==> src/common/pulse_shaper_pkg.sv <==
// Purpose: Shared constants and types of the command pulse output shaper
// Assumes: 100 MHz system clock, 32-bit AHB-Lite register bus
// Notes:   Every offset, field position, reset value and time lives here
package pulse_shaper_pkg;

  // ----------------------------------------------------------------
  // Clock and times
  // ----------------------------------------------------------------
  localparam int unsigned CLK_PERIOD_NS = 10;
  localparam int unsigned DIR_DELAY_US = 200;   // One reversal timer unit
  localparam int unsigned PW_LIMIT_US = 200;    // Limited pulse width
  // Least times round up to whole cycles
  localparam int unsigned DIR_DELAY_CYC_DEF =
    (DIR_DELAY_US * 1000 + CLK_PERIOD_NS - 1) / CLK_PERIOD_NS;
  localparam int unsigned PW_LIMIT_CYC_DEF =
    (PW_LIMIT_US * 1000 + CLK_PERIOD_NS - 1) / CLK_PERIOD_NS;
  localparam logic [23:0] MIN_PERIOD = 24'h00_0002;

  // ----------------------------------------------------------------
  // Register map (byte addresses)
  // ----------------------------------------------------------------
  localparam logic [7:0] OFS_ENV1 = 8'h00;
  localparam logic [7:0] OFS_MODE = 8'h04;
  localparam logic [7:0] OFS_STAT = 8'h08;

  // Environment register fields
  localparam int unsigned ENV_FMT_LSB = 0;    // 3-bit output format
  localparam int unsigned ENV_DTMF_BIT = 25;  // 0 enables reversal delay
  localparam int unsigned ENV_MREV_BIT = 26;  // 1 swaps travel waveforms
  localparam int unsigned ENV_PDTC_BIT = 27;  // 0 enables width limiting
  // Mode register fields
  localparam int unsigned MODE_METM_BIT = 0;  // Completion select
  // Status register fields
  localparam int unsigned STAT_BUSY_BIT = 0;
  localparam int unsigned STAT_DONE_BIT = 1;  // Sticky, write 1 to clear
  localparam int unsigned STAT_HEAD_BIT = 2;
  localparam int unsigned STAT_OUT_BIT = 3;
  localparam int unsigned STAT_DIRP_BIT = 4;
  localparam int unsigned STAT_PH_LSB = 8;

  localparam logic [31:0] ENV1_RST = 32'h0000_0000;
  localparam logic [31:0] MODE_RST = 32'h0000_0000;

  // ----------------------------------------------------------------
  // Output formats
  // ----------------------------------------------------------------
  localparam logic [2:0] FMT_CMN_LO = 3'h0;   // Pulse low, dir high = +
  localparam logic [2:0] FMT_CMN_HI = 3'h1;   // Pulse high, dir high = +
  localparam logic [2:0] FMT_CMNI_LO = 3'h2;  // Pulse low, dir inverted
  localparam logic [2:0] FMT_CMNI_HI = 3'h3;  // Pulse high, dir inverted
  localparam logic [2:0] FMT_TWO_LO = 3'h4;   // Two-pulse, idle high
  localparam logic [2:0] FMT_QUAD_A = 3'h5;   // Quadrature, pulse pin leads
  localparam logic [2:0] FMT_QUAD_B = 3'h6;   // Quadrature, heading leads
  localparam logic [2:0] FMT_TWO_HI = 3'h7;   // Two-pulse, idle low

  // ----------------------------------------------------------------
  // Types
  // ----------------------------------------------------------------
  typedef enum logic [1:0] {
    ST_IDLE = 2'b00,
    ST_WAIT = 2'b01,
    ST_HIGH = 2'b10,
    ST_LOW  = 2'b11
  } eng_state_t;

  typedef struct packed {
    logic        dir;     // 1 = positive travel
    logic        last;    // Final step of the operation
    logic [23:0] period;  // Pulse cycle in clock cycles
  } step_cmd_t;

  typedef struct packed {
    logic pulse_pin;
    logic heading_pin;
  } pins_t;

endpackage

==> src/rtl/command_pulse_output_shaper.sv <==
// Purpose: One axis output stage turning step commands into driver pulses
// Assumes: Single 100 MHz clock; step commands from an internal generator
// Notes:   Registers over AHB-Lite, zero wait states, always OKAY
`timescale 1ns/1ps
`default_nettype none
module command_pulse_output_shaper #(
  parameter int unsigned DIR_DELAY_CYC =
    pulse_shaper_pkg::DIR_DELAY_CYC_DEF,
  parameter int unsigned PW_LIMIT_CYC =
    pulse_shaper_pkg::PW_LIMIT_CYC_DEF
) (
  input wire logic hclk,
  input wire logic hresetn,
  input wire logic hsel,
  input wire logic [31:0] haddr,
  input wire logic [1:0] htrans,
  input wire logic hwrite,
  input wire logic [2:0] hsize,
  input wire logic [31:0] hwdata,
  input wire logic hready,
  output logic hreadyout,
  output logic hresp,
  output logic [31:0] hrdata,
  input wire logic step_valid,
  input wire pulse_shaper_pkg::step_cmd_t step_cmd,
  output logic step_ready,
  output logic pulse_pin,
  output logic heading_pin,
  output logic busy,
  output logic op_done
);

  // ----------------------------------------------------------------
  // Register bus
  // ----------------------------------------------------------------
  logic [31:0] env_r;
  logic [31:0] env_nxt;
  logic metm_r;
  logic metm_nxt;
  logic done_flag_r;
  logic done_flag_nxt;
  logic [31:0] rdata_r;
  logic [31:0] rdata_nxt;
  logic wr_pend_r;
  logic wr_pend_nxt;
  logic [7:0] wr_addr_r;
  logic [7:0] wr_addr_nxt;
  logic [31:0] stat_word;
  logic [2:0] fmt;
  logic dtmf;
  logic mrev;
  logic pdtc;
  logic addr_ok;
  logic done_evt;

  // Engine state, declared early for the status word
  pulse_shaper_pkg::eng_state_t state_r;
  pulse_shaper_pkg::eng_state_t state_nxt;
  logic [23:0] cnt_r;
  logic [23:0] cnt_nxt;
  logic [23:0] width_r;
  logic [23:0] width_nxt;
  logic [23:0] period_r;
  logic [23:0] period_nxt;
  logic last_r;
  logic last_nxt;
  logic dir_eff_r;
  logic dir_eff_nxt;
  logic [1:0] phase_r;
  logic [1:0] phase_nxt;
  logic done_r;
  logic done_nxt;
  pulse_shaper_pkg::pins_t pins;

  assign fmt = env_r[pulse_shaper_pkg::ENV_FMT_LSB +: 3];
  assign dtmf = env_r[pulse_shaper_pkg::ENV_DTMF_BIT];
  assign mrev = env_r[pulse_shaper_pkg::ENV_MREV_BIT];
  assign pdtc = env_r[pulse_shaper_pkg::ENV_PDTC_BIT];
  assign hreadyout = 1'b1;  // Every access completes without wait
  assign hresp = 1'b0;
  assign hrdata = rdata_r;
  assign addr_ok = hsel && htrans[1] && hready;
  assign done_evt = done_r;

  // Status word; the environment register is write only and reads zero
  always_comb begin
    stat_word = 32'h0000_0000;
    stat_word[pulse_shaper_pkg::STAT_BUSY_BIT] =
      (state_r != pulse_shaper_pkg::ST_IDLE);
    stat_word[pulse_shaper_pkg::STAT_DONE_BIT] = done_flag_r;
    stat_word[pulse_shaper_pkg::STAT_HEAD_BIT] = dir_eff_r;
    stat_word[pulse_shaper_pkg::STAT_OUT_BIT] = pins.pulse_pin;
    stat_word[pulse_shaper_pkg::STAT_DIRP_BIT] = pins.heading_pin;
    stat_word[pulse_shaper_pkg::STAT_PH_LSB +: 2] = phase_r;
  end

  // Address phase is latched; write data lands one cycle later.
  // Read data is captured in the address phase so hrdata is a flop.
  always_comb begin
    env_nxt = env_r;
    metm_nxt = metm_r;
    done_flag_nxt = done_flag_r;
    rdata_nxt = rdata_r;
    wr_pend_nxt = addr_ok && hwrite;
    wr_addr_nxt = addr_ok ? haddr[7:0] : wr_addr_r;
    if (wr_pend_r) begin
      case (wr_addr_r)
        pulse_shaper_pkg::OFS_ENV1: env_nxt = hwdata;
        pulse_shaper_pkg::OFS_MODE:
          metm_nxt = hwdata[pulse_shaper_pkg::MODE_METM_BIT];
        pulse_shaper_pkg::OFS_STAT:
          if (hwdata[pulse_shaper_pkg::STAT_DONE_BIT]) begin
            done_flag_nxt = 1'b0;
          end
        default: env_nxt = env_r;
      endcase
    end
    // Completion arriving with a clear is kept: the set wins
    if (done_evt) begin
      done_flag_nxt = 1'b1;
    end
    if (addr_ok && !hwrite) begin
      case (haddr[7:0])
        pulse_shaper_pkg::OFS_MODE: begin
          rdata_nxt = 32'h0000_0000;
          rdata_nxt[pulse_shaper_pkg::MODE_METM_BIT] = metm_r;
        end
        pulse_shaper_pkg::OFS_STAT: rdata_nxt = stat_word;
        default: rdata_nxt = 32'h0000_0000;
      endcase
    end
  end

  // Bus registers
  always_ff @(posedge hclk or negedge hresetn) begin
    if (!hresetn) begin
      env_r <= pulse_shaper_pkg::ENV1_RST;
      metm_r <= pulse_shaper_pkg::MODE_RST[pulse_shaper_pkg::MODE_METM_BIT];
      done_flag_r <= 1'b0;
      rdata_r <= 32'h0000_0000;
      wr_pend_r <= 1'b0;
      wr_addr_r <= 8'h00;
    end else begin
      env_r <= env_nxt;
      metm_r <= metm_nxt;
      done_flag_r <= done_flag_nxt;
      rdata_r <= rdata_nxt;
      wr_pend_r <= wr_pend_nxt;
      wr_addr_r <= wr_addr_nxt;
    end
  end

  // ----------------------------------------------------------------
  // Pulse engine
  // ----------------------------------------------------------------
  // Active width: half the cycle, or the fixed limit when limiting is on
  // and half the cycle would exceed it (slow rates only).
  function automatic logic [23:0] width_of(input logic [23:0] per,
                                           input logic lim_off);
    logic [23:0] half;
    half = per >> 1;
    if (!lim_off && (half > 24'(PW_LIMIT_CYC))) begin
      width_of = 24'(PW_LIMIT_CYC);
    end else begin
      width_of = half;
    end
  endfunction

  function automatic logic [23:0] clamp_period(input logic [23:0] per);
    clamp_period = (per < pulse_shaper_pkg::MIN_PERIOD) ?
      pulse_shaper_pkg::MIN_PERIOD : per;
  endfunction

  assign step_ready = (state_r == pulse_shaper_pkg::ST_IDLE);

  // Next state of the engine
  always_comb begin
    state_nxt = state_r;
    cnt_nxt = cnt_r + 24'h00_0001;
    width_nxt = width_r;
    period_nxt = period_r;
    last_nxt = last_r;
    dir_eff_nxt = dir_eff_r;
    phase_nxt = phase_r;
    done_nxt = 1'b0;
    case (state_r)
      pulse_shaper_pkg::ST_IDLE: begin
        cnt_nxt = 24'h00_0000;
        if (step_valid) begin
          period_nxt = clamp_period(step_cmd.period);
          width_nxt = width_of(clamp_period(step_cmd.period), pdtc);
          last_nxt = step_cmd.last;
          dir_eff_nxt = step_cmd.dir ^ mrev;
          if (((step_cmd.dir ^ mrev) != dir_eff_r) && !dtmf) begin
            state_nxt = pulse_shaper_pkg::ST_WAIT;
          end else begin
            state_nxt = pulse_shaper_pkg::ST_HIGH;
            phase_nxt = (step_cmd.dir ^ mrev) ? phase_r + 2'd1 :
                                                 phase_r - 2'd1;
          end
        end
      end
      pulse_shaper_pkg::ST_WAIT: begin
        if (cnt_r == 24'(DIR_DELAY_CYC - 1)) begin
          cnt_nxt = 24'h00_0000;
          state_nxt = pulse_shaper_pkg::ST_HIGH;
          phase_nxt = dir_eff_r ? phase_r + 2'd1 : phase_r - 2'd1;
        end
      end
      pulse_shaper_pkg::ST_HIGH: begin
        if (cnt_r == width_r - 24'h00_0001) begin
          if (last_r && metm_r) begin
            state_nxt = pulse_shaper_pkg::ST_IDLE;
            done_nxt = 1'b1;
          end else begin
            state_nxt = pulse_shaper_pkg::ST_LOW;
          end
        end
      end
      pulse_shaper_pkg::ST_LOW: begin
        if (cnt_r == period_r - width_r - 24'h00_0001) begin
          state_nxt = pulse_shaper_pkg::ST_IDLE;
          done_nxt = last_r;
        end
      end
      default: begin
        state_nxt = pulse_shaper_pkg::ST_IDLE;
      end
    endcase
    if (state_nxt != state_r) begin
      cnt_nxt = 24'h00_0000;
    end
  end

  // Engine registers; heading starts positive to match pins at reset
  always_ff @(posedge hclk or negedge hresetn) begin
    if (!hresetn) begin
      state_r <= pulse_shaper_pkg::ST_IDLE;
      cnt_r <= 24'h00_0000;
      width_r <= 24'h00_0001;
      period_r <= pulse_shaper_pkg::MIN_PERIOD;
      last_r <= 1'b0;
      dir_eff_r <= 1'b1;
      phase_r <= 2'b00;
      done_r <= 1'b0;
    end else begin
      state_r <= state_nxt;
      cnt_r <= cnt_nxt;
      width_r <= width_nxt;
      period_r <= period_nxt;
      last_r <= last_nxt;
      dir_eff_r <= dir_eff_nxt;
      phase_r <= phase_nxt;
      done_r <= done_nxt;
    end
  end

  // Pin mapping; in the common formats the heading level follows dir_eff_r one cycle after it turns
  pin_encoder u_pin_encoder (
    .hclk(hclk),
    .hresetn(hresetn),
    .fmt(fmt),
    .dir_eff(dir_eff_r),
    .pulse_on(state_r == pulse_shaper_pkg::ST_HIGH),
    .phase(phase_r),
    .pins(pins)
  );

  assign pulse_pin = pins.pulse_pin;
  assign heading_pin = pins.heading_pin;
  assign busy = (state_r != pulse_shaper_pkg::ST_IDLE);
  assign op_done = done_r;
endmodule
`default_nettype wire

==> src/rtl/pin_encoder.sv <==
// Purpose: Maps the engine's pulse, heading and phase onto the two pins
// Assumes: Inputs change on hclk; pins are registered
// Notes:   Both pins sit high during and right after reset
`timescale 1ns/1ps
`default_nettype none
module pin_encoder (
  input wire logic hclk,
  input wire logic hresetn,
  input wire logic [2:0] fmt,
  input wire logic dir_eff,
  input wire logic pulse_on,
  input wire logic [1:0] phase,
  output pulse_shaper_pkg::pins_t pins
);

  // ----------------------------------------------------------------
  // Format decode
  // ----------------------------------------------------------------
  function automatic logic is_common(input logic [2:0] f);
    is_common = (f[2] == 1'b0);
  endfunction

  pulse_shaper_pkg::pins_t pins_nxt;

  // Quadrature in gray order: b leads a when the phase counts up
  logic quad_a;
  logic quad_b;
  assign quad_a = phase[1];
  assign quad_b = phase[1] ^ phase[0];

  // Pin levels for each format
  always_comb begin
    pins_nxt = pins;
    if (is_common(fmt)) begin
      pins_nxt.pulse_pin = pulse_on ? fmt[0] : ~fmt[0];
      pins_nxt.heading_pin = dir_eff ^ fmt[1];
    end else begin
      case (fmt)
        pulse_shaper_pkg::FMT_TWO_LO: begin
          pins_nxt.pulse_pin = ~(pulse_on & dir_eff);
          pins_nxt.heading_pin = ~(pulse_on & ~dir_eff);
        end
        pulse_shaper_pkg::FMT_TWO_HI: begin
          pins_nxt.pulse_pin = pulse_on & dir_eff;
          pins_nxt.heading_pin = pulse_on & ~dir_eff;
        end
        pulse_shaper_pkg::FMT_QUAD_A: begin
          pins_nxt.pulse_pin = quad_b;
          pins_nxt.heading_pin = quad_a;
        end
        pulse_shaper_pkg::FMT_QUAD_B: begin
          pins_nxt.pulse_pin = quad_a;
          pins_nxt.heading_pin = quad_b;
        end
        default: begin
          pins_nxt = pins;
        end
      endcase
    end
  end

  // Registered pins keep glitches off the driver inputs
  always_ff @(posedge hclk or negedge hresetn) begin
    if (!hresetn) begin
      pins <= '{pulse_pin: 1'b1, heading_pin: 1'b1};
    end else begin
      pins <= pins_nxt;
    end
  end

endmodule
`default_nettype wire

==> config.mk <==
export PLATFORM = sky130hd
export DESIGN_NAME = command_pulse_output_shaper
export DESIGN_NICKNAME = d
export VERILOG_FILES = /design/src/common/pulse_shaper_pkg.sv /design/src/rtl/command_pulse_output_shaper.sv /design/src/rtl/pin_encoder.sv
export SDC_FILE = /design/constraint.sdc
export NUM_CORES = 1
export LEC_CHECK = 0
export BUFFER_PORTS_ARGS = -buffer_cell sky130_fd_sc_hd__buf_2
export CORE_MARGIN = 2
export CORE_UTILIZATION = 45
export DETAILED_ROUTE_END_ITERATION = 8
export PLACE_DENSITY_LB_ADDON = 0.1
export SYNTH_ARGS = -nofsm -noshare
export SYNTH_HDL_FRONTEND = slang
export SYNTH_SLANG_ARGS = --single-unit
==> constraint.sdc <==
create_clock -name hclk -period 4.8 [get_ports hclk]
set_clock_uncertainty 0.1 [all_clocks]
set_input_delay 0.48 -clock hclk [delete_from_list [all_inputs] [get_ports hclk]]
set_output_delay 0.48 -clock hclk [all_outputs]
set_load 0.05 [all_outputs]
Word-level counts from Yosys, hierarchy flattened
Index checks and enable logic that the tools add are counted.
- bits in registers: 152
- latch bits: 0
- bits in writable memories: 0
- bits in read-only memories: 0
- input port bits: 101
- output and inout port bits: 39
- word-level logic and storage cells: 105
- memories kept: 0
- add/subtract/negate cells: 6
- multipliers: 0
- divide/modulo/power cells: 0
- magnitude comparators: 2
- eq/ne operators: 20
- shifts and indexed selects: 0
- multiplexer cells: 30
- bitwise logic cells: 9
- reductions and logical operators: 22
- operators by type and width (kind ; count):
    $mux 24 ; 3
    $eq 24x24->1 ; 2
    $pmux 24 s2 ; 1
    $sub 24x1->24 const B ; 2
    $add 24x1->24 const B ; 1
    $eq 24x15->1 const B ; 1
    $lt 24x2->1 const B ; 1
    $mux 2 ; 12
    $sub 24x24->24 ; 1
    $gt 23x15->1 const B ; 1
    $mux 23 ; 1
    $pmux 10 s2 ; 1
    $eq 8x3->1 const B ; 2
    $eq 8x4->1 const B ; 2
    $pmux 2 s4 ; 2
    $eq 3x3->1 const B ; 4
    $reduce_bool 2->1 ; 5
    $logic_not 8->1 ; 1
    $mux 1 ; 8
    $logic_and 1x1->1 ; 7
    $ne 2x2->1 const B ; 3
    $reduce_and 2->1 ; 3
    $ne 5x1->1 const B ; 1
    $eq 2x2->1 const B ; 2
    other kinds (14) ; 22

Logic depth before layout (Yosys ltp)
- word-level depth: 8
- mapped depth: 14
- depth with buffers taken out: 12

Hierarchy
Synthesis repeated with hierarchy kept, for this count alone.
- cells, all modules: 978
- area, all modules: 7967.6 um2
- modules (own cells, without submodules) (module ; times used ; cells each ; area an instance (um2) ; sequential area each (um2)):
    command_pulse_output_shaper ; 1 ; 957 ; 7805.0 ; 2556.2
    pin_encoder ; 1 ; 21 ; 162.7 ; 52.6

Worst setup path before layout
No wires, ideal clock.
- path kind: register to register
- start: register width_r[0]
- end: register cnt_r[10]
- library setup time: 0.123 ns
- arrival: 3.466 ns
- data required time: 4.577 ns
- path slack: 1.110 ns
- stages on the path, launching flop included: 14
- buffers on the path: 1
- period minus slack after synthesis: 3.690 ns
- path through: dfstp_2 -> inv_1 -> ha_1 -> fa_1 -> a21o_1 -> a221oi_1 -> o21a_1 -> o21ai_0 -> xnor2_1 -> or4_1 -> nor4_2 -> and4_1 -> buf_2 -> o21ai_1
- cells in the longest elaborated chain, start to end: 7
- elaborated cells between the ends (all ways): 10
- those cells by class: add/sub (3); eq/ne (3); mux (4)
- ends and longest elaborated chain (what ; RTL line ; source):
    from (decl) ; command_pulse_output_shaper.sv:61 ; logic [23:0] width_r;
    from (signal assigned) ; command_pulse_output_shaper.sv:249 ; width_r <= width_nxt;
    $sub 24x24->24 ; command_pulse_output_shaper.sv:221 ; if (cnt_r == period_r - width_r - 24'h00_0001) begin
    $sub 24x1->24 ; command_pulse_output_shaper.sv:221 ;
    $eq 24x24->1 ; command_pulse_output_shaper.sv:221 ;
    $mux 2 ; command_pulse_output_shaper.sv:221 ;
    $pmux 2 s4 (*) ; command_pulse_output_shaper.sv:186 ; case (state_r)
    $ne 2x2->1 (*) ; command_pulse_output_shaper.sv:230 ; if (state_nxt != state_r) begin
    $mux 24 (*) ; command_pulse_output_shaper.sv:230 ;
    via cnt_nxt[10] ; command_pulse_output_shaper.sv:60 ; logic [23:0] cnt_nxt;
    to (signal assigned) ; command_pulse_output_shaper.sv:248 ; cnt_r <= cnt_nxt;
    to (decl) ; command_pulse_output_shaper.sv:59 ; logic [23:0] cnt_r;
Mark *: on every way through the listed nets, which the timed path passes. The rest lies on a longest branch.
A chain may end at the register's enable or synchronous reset.

Worst setup path in the final report
- start: register width_r[0]
- end: register cnt_r[0]
The elaborated chain is that of the path after synthesis.

==> reports/results.tsv <==
metric	value	unit
comb_power_share	7.3	%
dr.pass1.iters	5	
hold_viol_final	0	
cts_max_level	3	
setup_ws	419	ps
timing.fmax	228	MHz
p_leak	3.68	nW
ant_nets	0	
grt_pass1_wl	36.7	mm
cts_setup_buffers	0	
cts_tree	built	
dpl-instance-area	8160	sq um
drive_gt1_share	14.1	%
hp-class	in -> async	
switching_share	27.0	%
async_flop_share	100	%
antenna_cells	0	
crit_path_end_kind	flop	
drc_errors	0	
yosys.area.top_type	dfrtp_1	
r2r_end	cnt_r[0]	
syn_to_final_growth	8.25	%
yosysSeqAreaShare	33.3	%
setup-tns-final	0	ps
synth_edf_count	0	
reg2reg_depth	13	
worstPathArrival	4510	ps
critPathKind	reg -> reg	
layout_common_cells	173 x nand2_1, 99 x dfrtp_1, 64 x xnor2_1	
ys_seq_elements	104	
grt.overflow.total	0	
rsz0062_at_grt	no	
nets	1105	
cts_buffers	9	
grtUsageTotal	26.1	%
layout_commonest_cell	nand2_1	
power.density	218	nW/um^2
synthCells	948	
p_seq_share	49.2	%
synthTopCellsByArea	dfrtp_1 32%, nand2_1 8.3%, xnor2_1 7.2%, ha_1 4.0%, o21ai_0 3.6%	
num_rows	48	
wirelength	23.6	mm
grt_max_degree	64	
clock_power_share	43.4	%
wl_per_cell	19.5	microns
cts-root-buf	clkbuf_16	
port_buffers	58	
core	17200	sq um
cts_resized	0	
start_util	45.6	%
cts_sinks	104	
p_int	1.35	mW
clkTransAtPathRegs	80	ps
period_minus_slack	4380	ps
slew_headroom	27.8	%
dieWidth	136	microns
synth_top_area_share	31.6	%
ir_worst_vdd	0.000173	V
status	complete, no violations	
worstSkewPairLatency	370	ps
min_period_over_period	91.3	%
n_fill_cell	1747	
avgSynthCellArea	8.26	sq um
netlist_area	7830	sq um
startpoint	width_r[0]	
io_pins	140	
cts.path.max_buffers	2	
setup_viol	0	
maxCapViolations	0	
p_sw	0.498	mW
holdBufCountCts	0	
dp_hpwl	18.1	mm
vias	7050	
finalMaxSlewViolations	0	
antenna_found_initial	0	
r2r_slack	420	ps
synth_flop_cell	dfrtp_1	
vias_per_cell	5.84	
dr.first_iter.drc_count	485	
yosysUniqueCellTypes	71	
fin_area	8470	sq um
worst-path-max-fanout	24	
worstReg2RegStart	width_r[0]	
yosysWarningCount	0	
cp.required	4930	ps
dp_slack	479	ps
startpoint_type	flop	
worstMarginPinSlew	1080	ps
dieArea	18500	sq um
first_global_vias	6492	
gp_congestion	0.996	
hold_ws	115	ps
die_h	136	microns
## final cells by class
cell class / instances / area (sq um) / area share (%)
Multi-Input combinational cell: 767 / 4800 / 56.7
Clock buffer: 9 / 225 / 2.66
Clock inverter: 7 / 85.1 / 1.00
Tap cell: 225 / 282 / 3.32
Inverter: 29 / 109 / 1.28
Timing Repair Buffer: 67 / 360 / 4.25
Sequential cell: 104 / 2610 / 30.8
## through the flow
step	utilization, %	std cells	power, mW
6_report	49.3	1208	1.85
5_1_grt	49.3	1208	1.91
4_1_cts	49.3	1208	1.87
3_5_place_dp	47.5	1192	1.06
3_3_place_gp	47.5	1192	1.06
2_1_floorplan	-	973	1.02
## synthesized netlist by cell type (4+ instances only)
master	number
nand2_1	173
dfrtp_1	99
xnor2_1	64
nor2_1	62
o21ai_0	57
a21oi_1	37
clkbuf_1	35
nand3_1	31
inv_1	29
xor2_1	29
buf_4	28
ha_1	25
nand4_1	22
nor3_1	22
o21ai_1	20
nand3_2	19
mux2_2	17
nor4_1	13
nand2b_1	9
o211ai_1	9
nand4b_1	8
a22o_1	7
mux2i_1	7
a21o_1	6
and2_1	6
o21a_1	6
a211oi_1	5
a221oi_1	5
a2bb2oi_1	5
dfstp_2	5
nor4b_1	5
or3_1	5
or4_1	5
buf_2	4
nand3b_1	4
nor2b_1	4
o22ai_1	4
## power by group through the flow
stage / clock network [mW] / registers (mW) / logic [mW]
2_1_floorplan: 0 / 0.930 / 0.0943
3_3_place_gp: 0 / 0.926 / 0.136
3_5_place_dp: 0 / 0.927 / 0.137
4_1_cts: 0.819 / 0.910 / 0.137
5_1_grt: 0.847 / 0.912 / 0.148
6_report: 0.802 / 0.910 / 0.136
## cell families after synthesis
group	count (synthesis)	synth area share (%)
simple gates	408	27.1
fa+ha+maj	26	4.25
flops	104	33.3
xor+xnor	93	10.4
compound gates	189	15.0
mux	24	3.34
other cells	2	0.0959
buf+inv	102	6.50
## metal layers
| metal | track usage, % | part of all wire, % | up-vias |
|---|---|---|---|
| met3 | 4.96 | 5.8 | 40 |
| met4 | 8.56 | 2.6 | 0 |
| li1 | - | - | 3350 |
| met5 | 0 | 0 | - |
| met1 | 37.3 | 47 | 3430 |
| met2 | 40.0 | 44 | 230 |
## flip-flops by register name, summed over array words and instances (netlist names)
signal / cells
cnt_r: 24
period_r: 24
width_r: 23
wr_addr_r: 8
hrdata: 7
env_r: 6
phase_r: 2
state_r: 2
u_pin_encoder.pins: 2
dir_eff_r: 1
done_flag_r: 1
last_r: 1
metm_r: 1
op_done: 1
wr_pend_r: 1
## worst max-delay path: stages (launching register included)
cell,delay [ps]
dfstp_2,580
inv_1,80
ha_1,230
fa_1,430
a21o_1,220
a221oi_1,600
o21a_1,230
o21ai_0,170
mux2i_1,170
or4_1,540
nor4_2,210
and4_1,240
buf_4,290
o32ai_1,150
## worst max path at each step
stage / cells after the start / end / slack [ps]
global route: 13 / cnt_r[22] / 150
detailed placement: 13 / cnt_r[2] / 480
global placement: 13 / cnt_r[0] / 530
CTS: 13 / cnt_r[0] / 440
finish: 13 / cnt_r[0] / 420
floorplan: 13 / cnt_r[10] / 1110
No activity file was read; power rests on OpenSTA's default activity.
